**config.mk**
```make
export PLATFORM = sky130hd
export DESIGN_NAME = plc_compressor
export DESIGN_NICKNAME = d
export VERILOG_FILES = /design/src/plc_pkg.sv /design/src/plc_compressor.sv /design/src/plc_fifo.sv /design/src/plc_tick.sv
export VERILOG_INCLUDE_DIRS = /design/src
export SDC_FILE = /design/constraint.sdc
export NUM_CORES = 1
export LEC_CHECK = 0
export BUFFER_PORTS_ARGS = -buffer_cell sky130_fd_sc_hd__buf_2
export CORE_MARGIN = 10
export CORE_UTILIZATION = 55
export CTS_CLUSTER_DIAMETER = 150
export CTS_CLUSTER_SIZE = 20
export DETAILED_ROUTE_END_ITERATION = 6
export PLACE_DENSITY = 0.72
export RECOVER_POWER = 100
export SYNTH_ARGS = -nofsm -noshare
export SYNTH_HDL_FRONTEND = slang
export SYNTH_HIERARCHICAL = 1
export SYNTH_SLANG_ARGS = --single-unit
```
**constraint.sdc**
```tcl
create_clock -name clk_i -period 5.9 [get_ports clk_i]
set_input_delay 0.59 -clock clk_i [delete_from_list [all_inputs] [get_ports clk_i]]
set_output_delay 0.59 -clock clk_i [all_outputs]
set_load 0.01 [all_outputs]
```
**src/plc_defines.svh**
```systemverilog
/*
 * constants of the piecewise log compressor: field positions, offsets of
 * the line segments in q.16 form, reset values and default counts.
 * assumes it is included by bare name and holds definitions only.
 */
`ifndef PLC_DEFINES_SVH
`define PLC_DEFINES_SVH

// sample and result widths
`define PLC_IN_W         10
`define PLC_SUM_W        11
`define PLC_MAG_W        8
`define PLC_OUT_W        9
`define PLC_ACC_W        18
`define PLC_SEG_W        3

// tested magnitude bits, low range first
`define PLC_FIRST_BIT    3'h3
`define PLC_LAST_BIT     3'h7
`define PLC_SEG_BASE     3'h0

// magnitude clamp and output full scale (1.0 = 0x100)
`define PLC_MAG_MAX      8'hff
`define PLC_FULL_SCALE   11'h100
`define PLC_FULL_OUT     9'h100

// segment offsets as fractions of full scale in q.16
`define PLC_K_BIT3       18'h0451f
`define PLC_K_BIT4       18'h06419
`define PLC_K_BIT5       18'h08419
`define PLC_K_BIT6       18'h0a418
`define PLC_K_BIT7       18'h0c7f0

// reset values
`define PLC_OCR_RST      9'h000
`define PLC_ACC_RST      18'h00000

// default cycles per sample period and fifo depth
`define PLC_SAMPLE_DIV   64
`define PLC_FIFO_DEPTH   8

`endif

```
**src/plc_pkg.sv**
```systemverilog
/*
 * types of the piecewise log compressor: sequencer states and the packed
 * state record of the top module.
 * assumes plc_defines.svh is reachable on the include path.
 */
`include "plc_defines.svh"

package plc_pkg;

    // one step of the per-sample sequence
    typedef enum logic [2:0] {
        st_idle,
        st_rect,
        st_base,
        st_load,
        st_test,
        st_final,
        st_push
    } plc_step_t;

    // whole state of the compressor
    typedef struct packed {
        plc_step_t                state;
        logic [`PLC_SUM_W-1:0]    x_raw;
        logic [`PLC_MAG_W-1:0]    x_mag;
        logic [`PLC_OUT_W-1:0]    ocr;
        logic [`PLC_ACC_W-1:0]    acc;
        logic [2:0]               bit_idx;
        logic [`PLC_SEG_W-1:0]    seg;
        logic                     clip;
        logic [`PLC_OUT_W-1:0]    dac_data;
        logic [`PLC_SEG_W-1:0]    dac_seg;
        logic                     dac_clip;
        logic                     dac_strobe;
        logic                     underrun;
    } plc_state_t;

endpackage : plc_pkg

```
**src/plc_compressor.sv**
```systemverilog
/*
 * piecewise-linear logarithmic compressor: each input sample is offset
 * compensated, rectified, mapped through six line segments and queued
 * for the d/a stage, which takes one word per sample period.
 * assumes samples arrive from logic on the same clock with valid/ready,
 * and that the d/a stage latches dac_data_o on dac_strobe_o.
 */
`timescale 1ns/100ps
`include "plc_defines.svh"

// Function
// output between zero and full scale, log scaled
// rectify sample before any segment math
// always compute lowest segment, 12.75 times input
// copy rectified input into output conversion register
// test bits three to seven ascending, else idle
// set bit overwrites result with its segment
// no bit set keeps lowest segment result
// bit three: four times input plus 0.270
// bit four: twice input plus 0.391
// bit five: input plus 0.516
// bit six: half input plus 0.641
// bit seven: 0.219 input plus 0.781
// final result goes to output conversion register
// add offset compensation constant before compression
// segment edges at powers of two
// tested bit k weighs two to k minus 8
// one full sequence and output per sample
module plc_compressor #(
    parameter int SAMPLE_DIV = `PLC_SAMPLE_DIV,
    parameter int FIFO_DEPTH = `PLC_FIFO_DEPTH
) (
    // clock and reset
    input  wire logic                  clk_i,
    input  wire logic                  rst_n_i,
    // sample stream from the front end
    input  wire logic [`PLC_IN_W-1:0]  input_sample_i,
    input  wire logic                  sample_valid_i,
    output logic                       sample_ready_o,
    // static offset compensation, two's complement
    input  wire logic [`PLC_IN_W-1:0]  offset_comp_i,
    // d/a stage
    output logic [`PLC_OUT_W-1:0]      dac_data_o,
    output logic [`PLC_SEG_W-1:0]      dac_seg_o,
    output logic                       dac_clip_o,
    output logic                       dac_strobe_o,
    output logic                       dac_underrun_o,
    // observation
    output logic [`PLC_OUT_W-1:0]      output_conversion_register_o,
    output logic                       busy_o
);
    localparam int FW = `PLC_OUT_W + `PLC_SEG_W + 1;

    // the sequence takes eleven cycles; a shorter period would let the
    // fifo run dry every sample and the d/a stage would keep underrunning
    if (SAMPLE_DIV < 12) begin : g_bad_div
        $error("plc_compressor: SAMPLE_DIV must be at least 12");
    end

    plc_pkg::plc_state_t s;
    plc_pkg::plc_state_t next_s;

    logic                 tick;
    logic [FW-1:0]        fifo_in_data;
    logic                 fifo_in_valid;
    logic                 fifo_in_ready;
    logic [FW-1:0]        fifo_out_data;
    logic                 fifo_out_valid;
    logic                 cond_bit_three;
    logic                 cond_bit_seven;
    logic                 cond_tested;
    logic [`PLC_ACC_W-1:0] log_result;

    // segment value in q.16 for a magnitude in q.8; idx is the tested
    // bit, or the base code for the lowest range; multiplies are shift
    // and add so the whole segment fits one cycle
    function automatic logic [`PLC_ACC_W-1:0] seg_calc(
        input logic [2:0]            idx,
        input logic [`PLC_MAG_W-1:0] x
    );
        logic [`PLC_ACC_W-1:0] xq;
        xq = {2'h0, x, 8'h00};
        unique case (idx)
            3'h3:    seg_calc = (xq << 2) + `PLC_K_BIT3;
            3'h4:    seg_calc = (xq << 1) + `PLC_K_BIT4;
            3'h5:    seg_calc = xq + `PLC_K_BIT5;
            3'h6:    seg_calc = (xq >> 1) + `PLC_K_BIT6;
            3'h7:    seg_calc = (xq >> 3) + (xq >> 4) + (xq >> 5)
                                + `PLC_K_BIT7;
            // 12.75 = 8 + 4 + 0.5 + 0.25
            default: seg_calc = (xq << 3) + (xq << 2) + (xq >> 1)
                                + (xq >> 2);
        endcase
    endfunction : seg_calc

    // rectify the compensated sum and clamp it just below full scale
    // so that every nonzero top-range input still sets bit seven
    function automatic logic [`PLC_MAG_W-1:0] rectify(
        input logic [`PLC_SUM_W-1:0] v
    );
        logic [`PLC_SUM_W-1:0] m;
        m = v[`PLC_SUM_W-1] ? (~v + 1'b1) : v;
        if (m > {3'h0, `PLC_MAG_MAX}) begin
            rectify = `PLC_MAG_MAX;
        end else begin
            rectify = m[`PLC_MAG_W-1:0];
        end
    endfunction : rectify

    // round q.16 to q.8 and hold the result inside full scale
    function automatic logic [`PLC_OUT_W:0] round_sat(
        input logic [`PLC_ACC_W-1:0] a
    );
        logic [`PLC_SUM_W-1:0] r;
        r = {1'b0, a[`PLC_ACC_W-1:8]} + {10'h000, a[7]};
        if (r > `PLC_FULL_SCALE) begin
            round_sat = {1'b1, `PLC_FULL_OUT};
        end else begin
            round_sat = {1'b0, r[`PLC_OUT_W-1:0]};
        end
    endfunction : round_sat

    // names for the conditions read from the conversion register
    assign cond_bit_three = s.ocr[3];
    assign cond_bit_seven = s.ocr[7];
    assign cond_tested    = s.ocr[s.bit_idx];
    assign log_result     = s.acc;

    // fifo word: clip flag, segment code, value
    assign fifo_in_data  = {s.clip, s.seg, s.ocr};
    assign fifo_in_valid = (s.state == plc_pkg::st_push);

    // sequencer and d/a stage next state
    always_comb begin
        logic [`PLC_OUT_W:0]   rs;
        logic [`PLC_SUM_W-1:0] sum;
        next_s            = s;
        next_s.dac_strobe = 1'b0;
        next_s.underrun   = 1'b0;
        rs                = round_sat(s.acc);
        sum               = {input_sample_i[`PLC_IN_W-1], input_sample_i}
                            + {offset_comp_i[`PLC_IN_W-1], offset_comp_i};

        unique case (s.state)
            // take a sample with its compensation already added
            plc_pkg::st_idle: begin
                if (sample_valid_i) begin
                    next_s.x_raw = sum;
                    next_s.state = plc_pkg::st_rect;
                end
            end
            // absolute value before any segment is formed
            plc_pkg::st_rect: begin
                next_s.x_mag = rectify(s.x_raw);
                next_s.state = plc_pkg::st_base;
            end
            // lowest range first, whatever the amplitude
            plc_pkg::st_base: begin
                next_s.acc   = seg_calc(`PLC_SEG_BASE, s.x_mag);
                next_s.seg   = `PLC_SEG_BASE;
                next_s.state = plc_pkg::st_load;
            end
            // the rectified input becomes the condition source
            plc_pkg::st_load: begin
                next_s.ocr     = {1'b0, s.x_mag};
                next_s.bit_idx = `PLC_FIRST_BIT;
                next_s.state   = plc_pkg::st_test;
            end
            // one bit per cycle, small ranges first; a clear bit is a
            // no-operation cycle so every sample takes the same time
            plc_pkg::st_test: begin
                if (cond_tested) begin
                    next_s.acc = seg_calc(s.bit_idx, s.x_mag);
                    next_s.seg = s.bit_idx - 3'h2;
                end
                if (s.bit_idx == `PLC_LAST_BIT) begin
                    next_s.state = plc_pkg::st_final;
                end else begin
                    next_s.bit_idx = s.bit_idx + 3'h1;
                end
            end
            // the final value replaces the conditions in the register
            plc_pkg::st_final: begin
                next_s.ocr   = rs[`PLC_OUT_W-1:0];
                next_s.clip  = rs[`PLC_OUT_W];
                next_s.state = plc_pkg::st_push;
            end
            // wait for room; a full queue stalls the next sample
            plc_pkg::st_push: begin
                if (fifo_in_ready) begin
                    next_s.state = plc_pkg::st_idle;
                end
            end
        endcase

        // d/a stage takes exactly one word per sample period; with none
        // queued it keeps the last value and flags the gap
        if (tick) begin
            if (fifo_out_valid) begin
                next_s.dac_data   = fifo_out_data[`PLC_OUT_W-1:0];
                next_s.dac_seg    = fifo_out_data[FW-2:`PLC_OUT_W];
                next_s.dac_clip   = fifo_out_data[FW-1];
                next_s.dac_strobe = 1'b1;
            end else begin
                next_s.underrun = 1'b1;
            end
        end
    end

    // state register
    always_ff @(posedge clk_i or negedge rst_n_i) begin
        if (!rst_n_i) begin
            s.state      <= plc_pkg::st_idle;
            s.x_raw      <= '0;
            s.x_mag      <= '0;
            s.ocr        <= `PLC_OCR_RST;
            s.acc        <= `PLC_ACC_RST;
            s.bit_idx    <= `PLC_FIRST_BIT;
            s.seg        <= `PLC_SEG_BASE;
            s.clip       <= 1'b0;
            s.dac_data   <= `PLC_OCR_RST;
            s.dac_seg    <= `PLC_SEG_BASE;
            s.dac_clip   <= 1'b0;
            s.dac_strobe <= 1'b0;
            s.underrun   <= 1'b0;
        end else begin
            s <= next_s;
        end
    end

    // sample period enable for the d/a stage
    plc_tick #(
        .DIV (SAMPLE_DIV)
    ) u_tick (
        .clk_i   (clk_i),
        .rst_n_i (rst_n_i),
        .tick_o  (tick)
    );

    // results queue between the sequencer and the d/a stage; it drains
    // only on the sample enable, so a fast source really fills it
    plc_fifo #(
        .WIDTH (FW),
        .DEPTH (FIFO_DEPTH)
    ) u_fifo (
        .clk_i       (clk_i),
        .rst_n_i     (rst_n_i),
        .in_data_i   (fifo_in_data),
        .in_valid_i  (fifo_in_valid),
        .in_ready_o  (fifo_in_ready),
        .out_data_o  (fifo_out_data),
        .out_valid_o (fifo_out_valid),
        .out_ready_i (tick)
    );

    // outputs straight from the state record
    assign sample_ready_o               = (s.state == plc_pkg::st_idle);
    assign busy_o                       = (s.state != plc_pkg::st_idle);
    assign output_conversion_register_o = s.ocr;
    assign dac_data_o                   = s.dac_data;
    assign dac_seg_o                    = s.dac_seg;
    assign dac_clip_o                   = s.dac_clip;
    assign dac_strobe_o                 = s.dac_strobe;
    assign dac_underrun_o               = s.underrun;

endmodule : plc_compressor

```
**src/plc_fifo.sv**
```systemverilog
/*
 * synchronous fifo with a registered output word and valid/ready on
 * both sides; DEPTH words of storage plus the output register.
 * assumes a single clock and an asynchronous active-low reset.
 */
`timescale 1ns/100ps
`include "plc_defines.svh"

module plc_fifo #(
    parameter int WIDTH = 13,
    parameter int DEPTH = `PLC_FIFO_DEPTH
) (
    // clock and reset
    input  wire logic             clk_i,
    input  wire logic             rst_n_i,
    // filling side
    input  wire logic [WIDTH-1:0] in_data_i,
    input  wire logic             in_valid_i,
    output logic                  in_ready_o,
    // draining side
    output logic [WIDTH-1:0]      out_data_o,
    output logic                  out_valid_o,
    input  wire logic             out_ready_i
);
    localparam int AW = $clog2(DEPTH);
    localparam logic [AW:0] FULL = (AW + 1)'(DEPTH);

    logic [WIDTH-1:0] mem [DEPTH];
    logic [AW-1:0]    wr_ptr;
    logic [AW-1:0]    rd_ptr;
    logic [AW:0]      count;
    logic             push;
    logic             pop;

    if (DEPTH < 2 || (DEPTH & (DEPTH - 1)) != 0) begin : g_bad_depth
        $error("plc_fifo: DEPTH must be a power of two, at least 2");
    end

    // full only when storage is full, head register not counted
    assign in_ready_o = (count != FULL);
    assign push       = in_valid_i && in_ready_o;
    assign pop        = (count != '0) && (!out_valid_o || out_ready_i);

    // storage array has no reset, it is qualified by count
    always_ff @(posedge clk_i) begin
        if (push) begin
            mem[wr_ptr] <= in_data_i;
        end
    end

    // pointers, count and the registered head word
    always_ff @(posedge clk_i or negedge rst_n_i) begin
        if (!rst_n_i) begin
            wr_ptr      <= '0;
            rd_ptr      <= '0;
            count       <= '0;
            out_data_o  <= '0;
            out_valid_o <= 1'b0;
        end else begin
            if (push) begin
                wr_ptr <= wr_ptr + 1'b1;
            end
            if (pop) begin
                rd_ptr     <= rd_ptr + 1'b1;
                out_data_o <= mem[rd_ptr];
            end
            if (pop) begin
                out_valid_o <= 1'b1;
            end else if (out_ready_i) begin
                out_valid_o <= 1'b0;
            end
            count <= count + (AW + 1)'(push) - (AW + 1)'(pop);
        end
    end

endmodule : plc_fifo

```
**src/plc_tick.sv**
```systemverilog
/*
 * sample-rate divider: one-cycle enable every DIV clock cycles.
 * assumes a single clock and an asynchronous active-low reset.
 */
`timescale 1ns/100ps
`include "plc_defines.svh"

module plc_tick #(
    parameter int DIV = `PLC_SAMPLE_DIV
) (
    // clock and reset
    input  wire logic clk_i,
    input  wire logic rst_n_i,
    // sample period enable
    output logic      tick_o
);
    localparam int CW = $clog2(DIV);

    logic [CW-1:0] count;

    if (DIV < 2) begin : g_bad_div
        $error("plc_tick: DIV must be at least 2");
    end

    // count down and pulse on wrap
    always_ff @(posedge clk_i or negedge rst_n_i) begin
        if (!rst_n_i) begin
            count  <= '0;
            tick_o <= 1'b0;
        end else begin
            tick_o <= (count == '0);
            count  <= (count == '0) ? CW'(DIV - 1) : count - 1'b1;
        end
    end

endmodule : plc_tick
```
# After elaboration in Yosys (flattened, before gate mapping)
# Memories as Yosys holds them, arrays and structs flattened. A register that Yosys moved wholly into a read port is not among the register bits.
# Cells that the tools add are included.
[totals]
regBits = 89
mem_bits_rw = 104
input_bits = 23
output_inout_bits = 26
elab_cells = 104
mem_count = 1
[op_classes]
n_addsub = 20
n_lt_le_gt_ge = 3
eq_ne = 17
mux = 25
bitwise = 1
reduce_logical = 18
[mem_list]
columns = ["memory", "depth", "width", "read_ports", "rd_clocked_by_memory_dff", "wr", "line_no", "rtl"]
rows = [
  ["u_fifo.mem", 8, 13, 1, 1, 1, "plc_fifo.sv:28", "logic [WIDTH-1:0] mem [DEPTH];"],
]
[op_table]
columns = ["cell", "n"]
rows = [
  ["$pmux 18 s5", 1],
  ["$pmux 18 s2", 1],
  ["$add 15x16->17 const B", 2],
  ["$eq 3x3->1 const B", 7],
  ["$pmux 3 s7", 1],
  ["$add 17x15->18 const B", 1],
  ["$add 18x14->18", 1],
  ["$add 18x15->18", 1],
  ["$add 18x15->18 const B", 1],
  ["$add 18x18->18", 1],
  ["$mux 18", 1],
  ["$pmux 9 s2", 1],
  ["$add 16x16->17 const B", 1],
  ["$add 14x11->15", 1],
  ["$add 13x12->14", 1],
  ["$mux 14", 1],
  ["$mux 3", 4],
  ["$pmux 3 s2", 2],
  ["$add 10x1->11", 1],
  ["$add 10x10->11", 1],
  ["$add 11x1->11 const B", 1],
  ["$gt 11x8->1 const B", 1],
  ["$gt 11x9->1 const B", 1],
  ["$mux 11", 1],
  ["other kinds (27)", 49],
]

# Depth between registers and ports, before layout
[depth]
ltp_word = 6
mapped_depth = 13
ltp_nobuf = 12

# Hierarchy
# Netlist, hierarchy kept.
[by_module_without_submodules]
columns = ["module", "instances", "cells_each", "area_each_um2", "seq_area_each_um2"]
rows = [
  ["plc_compressor", 1, 624, 5723.0, 1604.0],
  ["plc_fifo", 1, 297, 5213.8, 3723.6],
  ["plc_tick", 1, 27, 307.8, 175.2],
]

# Worst setup path before layout
# OpenSTA, ideal clock, no wires.
[synth_path]
path_kind = "register -> register"
from = "reg s[53] in the netlist's numbering"
to = "reg s, in the netlist log_result[17]"
setup_time_ps = 122
arrival_time_ps = 3428
required_ps = 5778
slack_ps = 2351
stages_incl_launch_ff = 12
path_buffers = 1
synth_period_minus_slack_ps = 3549
cell_sequence = "dfrtp_1 > clkbuf_1 > inv_1 > fa_1 > inv_1 > fa_1 > ha_1 > a211oi_1 > o21bai_1 > a2111oi_0 > o211ai_1 > a32o_1"
[synth_via]
elab_chain_len = 6
word_cells_on_any_way = 8
cone_classes = "5 x add/sub; 3 x mux"
[synth_lines]
columns = ["element", "line_no", "rtl"]
rows = [
  ["start: declaration", "plc_compressor.sv:60", "plc_pkg::plc_state_t s;"],
  ["start signal: assignment", "plc_compressor.sv:227", "s <= next_s;"],
  ["$add 18x18->18", "plc_compressor.sv:91", "default: seg_calc = (xq << 3) + (xq << 2) + (xq >> 1)"],
  ["$add 18x15->18", "plc_compressor.sv:91", ""],
  ["$add 18x14->18", "plc_compressor.sv:92", "+ (xq >> 2);"],
  ["$pmux 18 s5", "plc_compressor.sv:83", "unique case (idx)"],
  ["$mux 18", "plc_compressor.sv:172", "if (cond_tested) begin"],
  ["$pmux 18 s2 *", "plc_compressor.sv:144", "unique case (s.state)"],
]
# Mark *: on every way between the ends. The rest lies on a longest branch, timed or not. The select of a mux whose other input is x is not followed.
# A chain may end at the register's enable or synchronous reset.

# Final worst setup path
[layout_path]
from = "reg u_fifo.count[2]"
to = "reg u_fifo.count[2]"
[layout_via]
word_cells_on_any_way = 6
cone_classes = "2 x add/sub; 1 x eq/ne; 3 x reduce/logical"
[layout_lines]
columns = ["element", "line_no", "rtl"]
rows = [
  ["start: declaration", "plc_fifo.sv:31", "logic [AW:0] count;"],
  ["start signal: assignment", "plc_fifo.sv:72", "count <= count + (AW + 1)'(push) - (AW + 1)'(pop);"],
  ["$reduce_bool 4->1", "plc_fifo.sv:42", "assign pop = (count != '0) && (!out_valid_o || out_ready_i);"],
  ["$logic_and 1x1->1", "plc_fifo.sv:42", ""],
  ["named net u_fifo.pop", "plc_fifo.sv:33", "logic pop;"],
  ["$sub 4x1->4", "plc_fifo.sv:72", ""],
]
# The timed path passes the listed nets, and every way through them passes these cells.

==> impl_results.html <==
<table>
<tr><th>Metric</th><th>Value</th></tr>
<tr><th colspan="2">Critical path</th></tr>
<tr><td>Endpoint arrival time on the critical path</td><td>4.71 ns</td></tr>
<tr><td>Reg-to-reg critical path startpoint</td><td>u_fifo/count[2]$_DFF_PN0_</td></tr>
<tr><td>Class of the most critical setup path</td><td>reg -&gt; reg</td></tr>
<tr><td>R2R Path End</td><td>u_fifo/count[2]$_DFF_PN0_</td></tr>
<tr><td>Crit. End Element</td><td>register</td></tr>
<tr><td>Max FO, Critical Path</td><td>16</td></tr>
<tr><td>Reg2reg setup slack</td><td>1.51 ns</td></tr>
<tr><td>Cells on worst reg2reg path</td><td>10</td></tr>
<tr><td>Startpoint types</td><td>register</td></tr>
<tr><td>Worst path required time</td><td>6.22 ns</td></tr>
<tr><th colspan="2">Drt</th></tr>
<tr><td>Via Count</td><td>7277</td></tr>
<tr><td>DRC viols</td><td>0</td></tr>
<tr><td>Aggregate routed wire length</td><td>23290 um</td></tr>
<tr><td>Wirelength per Cell</td><td>18.69 um</td></tr>
<tr><td>Detailed router's first-iteration violation count</td><td>548</td></tr>
<tr><td>Routed Antenna Nets</td><td>0</td></tr>
<tr><td>Via count normalized by instance count</td><td>5.840</td></tr>
<tr><td>First-pass detailed-route iteration total</td><td>5</td></tr>
<tr><th colspan="2">Synth</th></tr>
<tr><td>Distinct cell type count after synthesis</td><td>81</td></tr>
<tr><td>Number of enable flip-flop cells after synthesis</td><td>104</td></tr>
<tr><td>Synthesized Nets</td><td>1061</td></tr>
<tr><td>Synth Area per Inst</td><td>11.86 um^2</td></tr>
<tr><td>Cell count after synthesis</td><td>948</td></tr>
<tr><td>Sequential share of the synthesized area</td><td>48.94%</td></tr>
<tr><td>Async set-or-reset flop fraction in the synthesized netlist</td><td>47.74%</td></tr>
<tr><td>Top flip-flop cell by instance count after synthesis</td><td>sky130_fd_sc_hd__edfxtp_1</td></tr>
<tr><td>Register bit total from synthesis</td><td>199</td></tr>
<tr><td>Number of warning messages in the yosys log</td><td>6</td></tr>
<tr><td>Synthesized cell area</td><td>11240 um^2</td></tr>
<tr><th colspan="2">Run</th></tr>
<tr><td>Max cap viols</td><td>6</td></tr>
<tr><th colspan="2">CTS</th></tr>
<tr><td>H-tree depth</td><td>4</td></tr>
<tr><td>Source-to-sink clock delay at the later pin of the worst-skew pair</td><td>0.43 ns</td></tr>
<tr><td>Number of sinks handled by clock tree synthesis</td><td>199</td></tr>
<tr><td>Clock tree from TritonCTS</td><td>built</td></tr>
<tr><td>Root buffer cell</td><td>sky130_fd_sc_hd__clkbuf_16</td></tr>
<tr><td>CTS Buf Count</td><td>17</td></tr>
<tr><td>Post-CTS Resized</td><td>0</td></tr>
<tr><td>Clock-pin slew on the worst setup and hold paths</td><td>0.07 ns</td></tr>
<tr><td>Count of hold buffers inserted by post-cts repair</td><td>0</td></tr>
<tr><td>Buffers inserted by post-CTS timing repair</td><td>0</td></tr>
<tr><td>Clk buf depth</td><td>2</td></tr>
<tr><th colspan="2">Floorplan</th></tr>
<tr><td>Chip width</td><td>163.0 um</td></tr>
<tr><td>Initial standard-cell utilization of the core</td><td>55.75%</td></tr>
<tr><td>Cell Rows</td><td>52</td></tr>
<tr><td>Top Ports</td><td>49</td></tr>
<tr><td>Std-Cell Core Area</td><td>20170 um^2</td></tr>
<tr><td>DIE AREA</td><td>26560 um^2</td></tr>
<tr><td>Die height</td><td>163.0 um</td></tr>
<tr><th colspan="2">Run status</th></tr>
<tr><td>Violations in the final reports</td><td>max-capacitance violations, max-slew violations</td></tr>
<tr><td>Run status</td><td>finished with violations</td></tr>
<tr><th colspan="2">Min path</th></tr>
<tr><td>Worst hold path endpoint</td><td>s[67]$_DFFE_PN0P_</td></tr>
<tr><td>Worst hold start</td><td>sample_valid_i</td></tr>
<tr><td>Worst Hold Class</td><td>in -&gt; reg</td></tr>
<tr><td>Number of stages on the worst hold path</td><td>3</td></tr>
<tr><th colspan="2">GRT</th></tr>
<tr><td>Global-route usage over all layers</td><td>17.85%</td></tr>
<tr><td>Pin count of the biggest net entering global routing</td><td>63</td></tr>
<tr><td>Antenna violations before repair</td><td>0</td></tr>
<tr><td>Via count of the first global-routing pass</td><td>7207</td></tr>
<tr><td>Remaining global-route overflow</td><td>0</td></tr>
<tr><td>Global-route wire length before repair</td><td>37880 um</td></tr>
<tr><th colspan="2">Final layout</th></tr>
<tr><td>Most frequent standard cell in the layout excluding fill and tap cells</td><td>sky130_fd_sc_hd__edfxtp_1</td></tr>
<tr><td>Finished Core Util</td><td>59.20%</td></tr>
<tr><td>Top library cells by usage in the layout, fill and taps aside</td><td>sky130_fd_sc_hd__edfxtp_1, sky130_fd_sc_hd__dfrtp_1, sky130_fd_sc_hd__ha_1</td></tr>
<tr><td>Final-layout fill cell count</td><td>1680</td></tr>
<tr><td>Area used by multi-input combinational logic</td><td>5076 um^2</td></tr>
<tr><td>Post-layout net count</td><td>1076</td></tr>
<tr><td>Ant diodes</td><td>0</td></tr>
<tr><td>Layout overhead on the synthesized area</td><td>6.187%</td></tr>
<tr><td>Total area of sequential cells</td><td>5504 um^2</td></tr>
<tr><td>Share of final-layout standard cells stronger than drive strength 1</td><td>12.09%</td></tr>
<tr><th colspan="2">Timing</th></tr>
<tr><td>Final Max Slew Viols</td><td>127</td></tr>
<tr><td>Part of the cycle the worst path needs</td><td>74.49%</td></tr>
<tr><td>Maximum clock rate</td><td>0.2275 GHz</td></tr>
<tr><td>Clock Skew</td><td>0.01413 ns</td></tr>
<tr><td>Final setup violation count</td><td>0</td></tr>
<tr><td>Minimum period implied by the final worst setup slack</td><td>4.395 ns</td></tr>
<tr><td>Post-Route Setup TNS</td><td>0 ns</td></tr>
<tr><td>Setup repair after global routing missed its margin</td><td>false</td></tr>
<tr><td>Worst slew margin</td><td>-45.61%</td></tr>
<tr><td>Actual slew at the worst max-slew pin</td><td>2.184 ns</td></tr>
<tr><td>Final hold violation count</td><td>0</td></tr>
<tr><td>Final Hold Slack</td><td>0.4605 ns</td></tr>
<tr><th colspan="2">Power</th></tr>
<tr><td>Leakage</td><td>0.004862 uW</td></tr>
<tr><td>Overall power after layout</td><td>7361 uW</td></tr>
<tr><td>Power density over the cells</td><td>616.4 nW/um^2</td></tr>
<tr><td>Maximum ir drop on the vdd rail</td><td>0.5778 mV</td></tr>
<tr><th colspan="2">Placement</th></tr>
<tr><td>Port Buffer Count</td><td>48</td></tr>
<tr><td>Post-detail-place hpwl</td><td>16500 um</td></tr>
<tr><td>Routability Congestion</td><td>0.9188</td></tr>
</table>
metrics by stage:
step           cells  setup slack (ns)  cell area (um^2)
3_3_place_gp    1214             2.132             11480
4_1_cts         1246             2.010             12050
5_1_grt         1246             1.151             11940
6_report        1246             1.505             11940
2_1_floorplan    948             2.351             11240
3_5_place_dp    1214             2.020             11480
layout make-up:
| cell class | count | area share [%] |
|---|---|---|
| flip-flops and latches | 199 | 46.10 |
| repair buffers | 55 | 2.043 |
| multi-input cells | 635 | 42.51 |
| clock buffers | 20 | 3.657 |
| inverters | 55 | 1.750 |
| well taps | 270 | 2.829 |
| clock inverters | 12 | 1.111 |
cells by family (layout without fill, tap and decap cells):
| group | after synthesis | count (layout) | synth area share (%) |
|---|---|---|---|
| fa+ha+maj | 90 | 90 | 11.15 |
| simple gates | 194 | 194 | 8.679 |
| compound gates | 222 | 222 | 14.05 |
| buf+inv | 114 | 142 | 5.497 |
| mux | 75 | 75 | 7.477 |
| flops | 199 | 199 | 48.94 |
| xor+xnor | 54 | 54 | 4.206 |
how the worst max path moves through the flow:
stage                              startpoint  depth (start not counted)                          to
floorplan                   s[53]$_DFFE_PN0P_                         11  log_result[17]$_DFFE_PN0P_
detailed placement          s[53]$_DFFE_PN0P_                         10  log_result[17]$_DFFE_PN0P_
CTS                         s[52]$_DFFE_PN0P_                         10  log_result[17]$_DFFE_PN0P_
global placement            s[52]$_DFFE_PN0P_                         10  log_result[17]$_DFFE_PN0P_
global route        u_fifo/count[2]$_DFF_PN0_                         10   u_fifo/count[2]$_DFF_PN0_
finish              u_fifo/count[2]$_DFF_PN0_                         10   u_fifo/count[2]$_DFF_PN0_
Yosys cell counts, drive strengths merged (23+ instances only):
cell | number | share of area, %
o31ai | 23 | 2.1
mux2 | 43 | 4.3
a21oi | 34 | 1.5
dfrtp | 93 | 21
edfxtp | 104 | 28
nor2 | 42 | 1.4
xnor2 | 34 | 2.6
mux2i | 30 | 2.7
buf | 38 | 2.8
inv | 54 | 1.8
ha | 73 | 8.1
nand2 | 65 | 2.2
o21ai | 52 | 2.3
sequential cells by signal (all words and copies together), names as in the netlist:
signal and flops:
s 25, u_fifo/out_data_o 13, u_tick/tick_o 1, dac_clip_o 1, u_fifo/count 4, u_fifo/wr_ptr 3, u_fifo/out_valid_o 1, u_tick/count 6
dac_strobe_o 1, dac_seg_o 3, fifo_in_data 4, dac_data_o 9, log_result 11, dac_underrun_o 1, output_conversion_register_o 9, u_fifo/rd_ptr 3
u_fifo/mem 104
layer usage:
metal	global-route usage [%]	part of all wire, %
met1	22.26	44
met2	30.56	50
met3	3.286	4.2
met4	5.984	2.0
met5	0	0
power by group:
group / total [uW] / internal (uW) / switching [uW] / leakage [uW]
registers: 2250 / 1830 / 420 / 0.00211
logic: 3990 / 1730 / 2250 / 0.00248
clock network: 1120 / 566 / 556 / 0.000276
total: 7360 / 4130 / 3230 / 0.00486
worst max-delay path, stage by stage, from the launching register on:
cell                      delay [ns]
sky130_fd_sc_hd__dfrtp_1        0.36
sky130_fd_sc_hd__inv_1          0.09
sky130_fd_sc_hd__ha_1           0.16
sky130_fd_sc_hd__nor3b_1        1.37
sky130_fd_sc_hd__or2_0          1.19
sky130_fd_sc_hd__inv_4          0.02
sky130_fd_sc_hd__ha_1           0.32
sky130_fd_sc_hd__inv_1          0.04
sky130_fd_sc_hd__ha_1           0.20
sky130_fd_sc_hd__fa_1           0.38
sky130_fd_sc_hd__xor2_1         0.15
No activity file was read; power rests on OpenSTA's default activity.
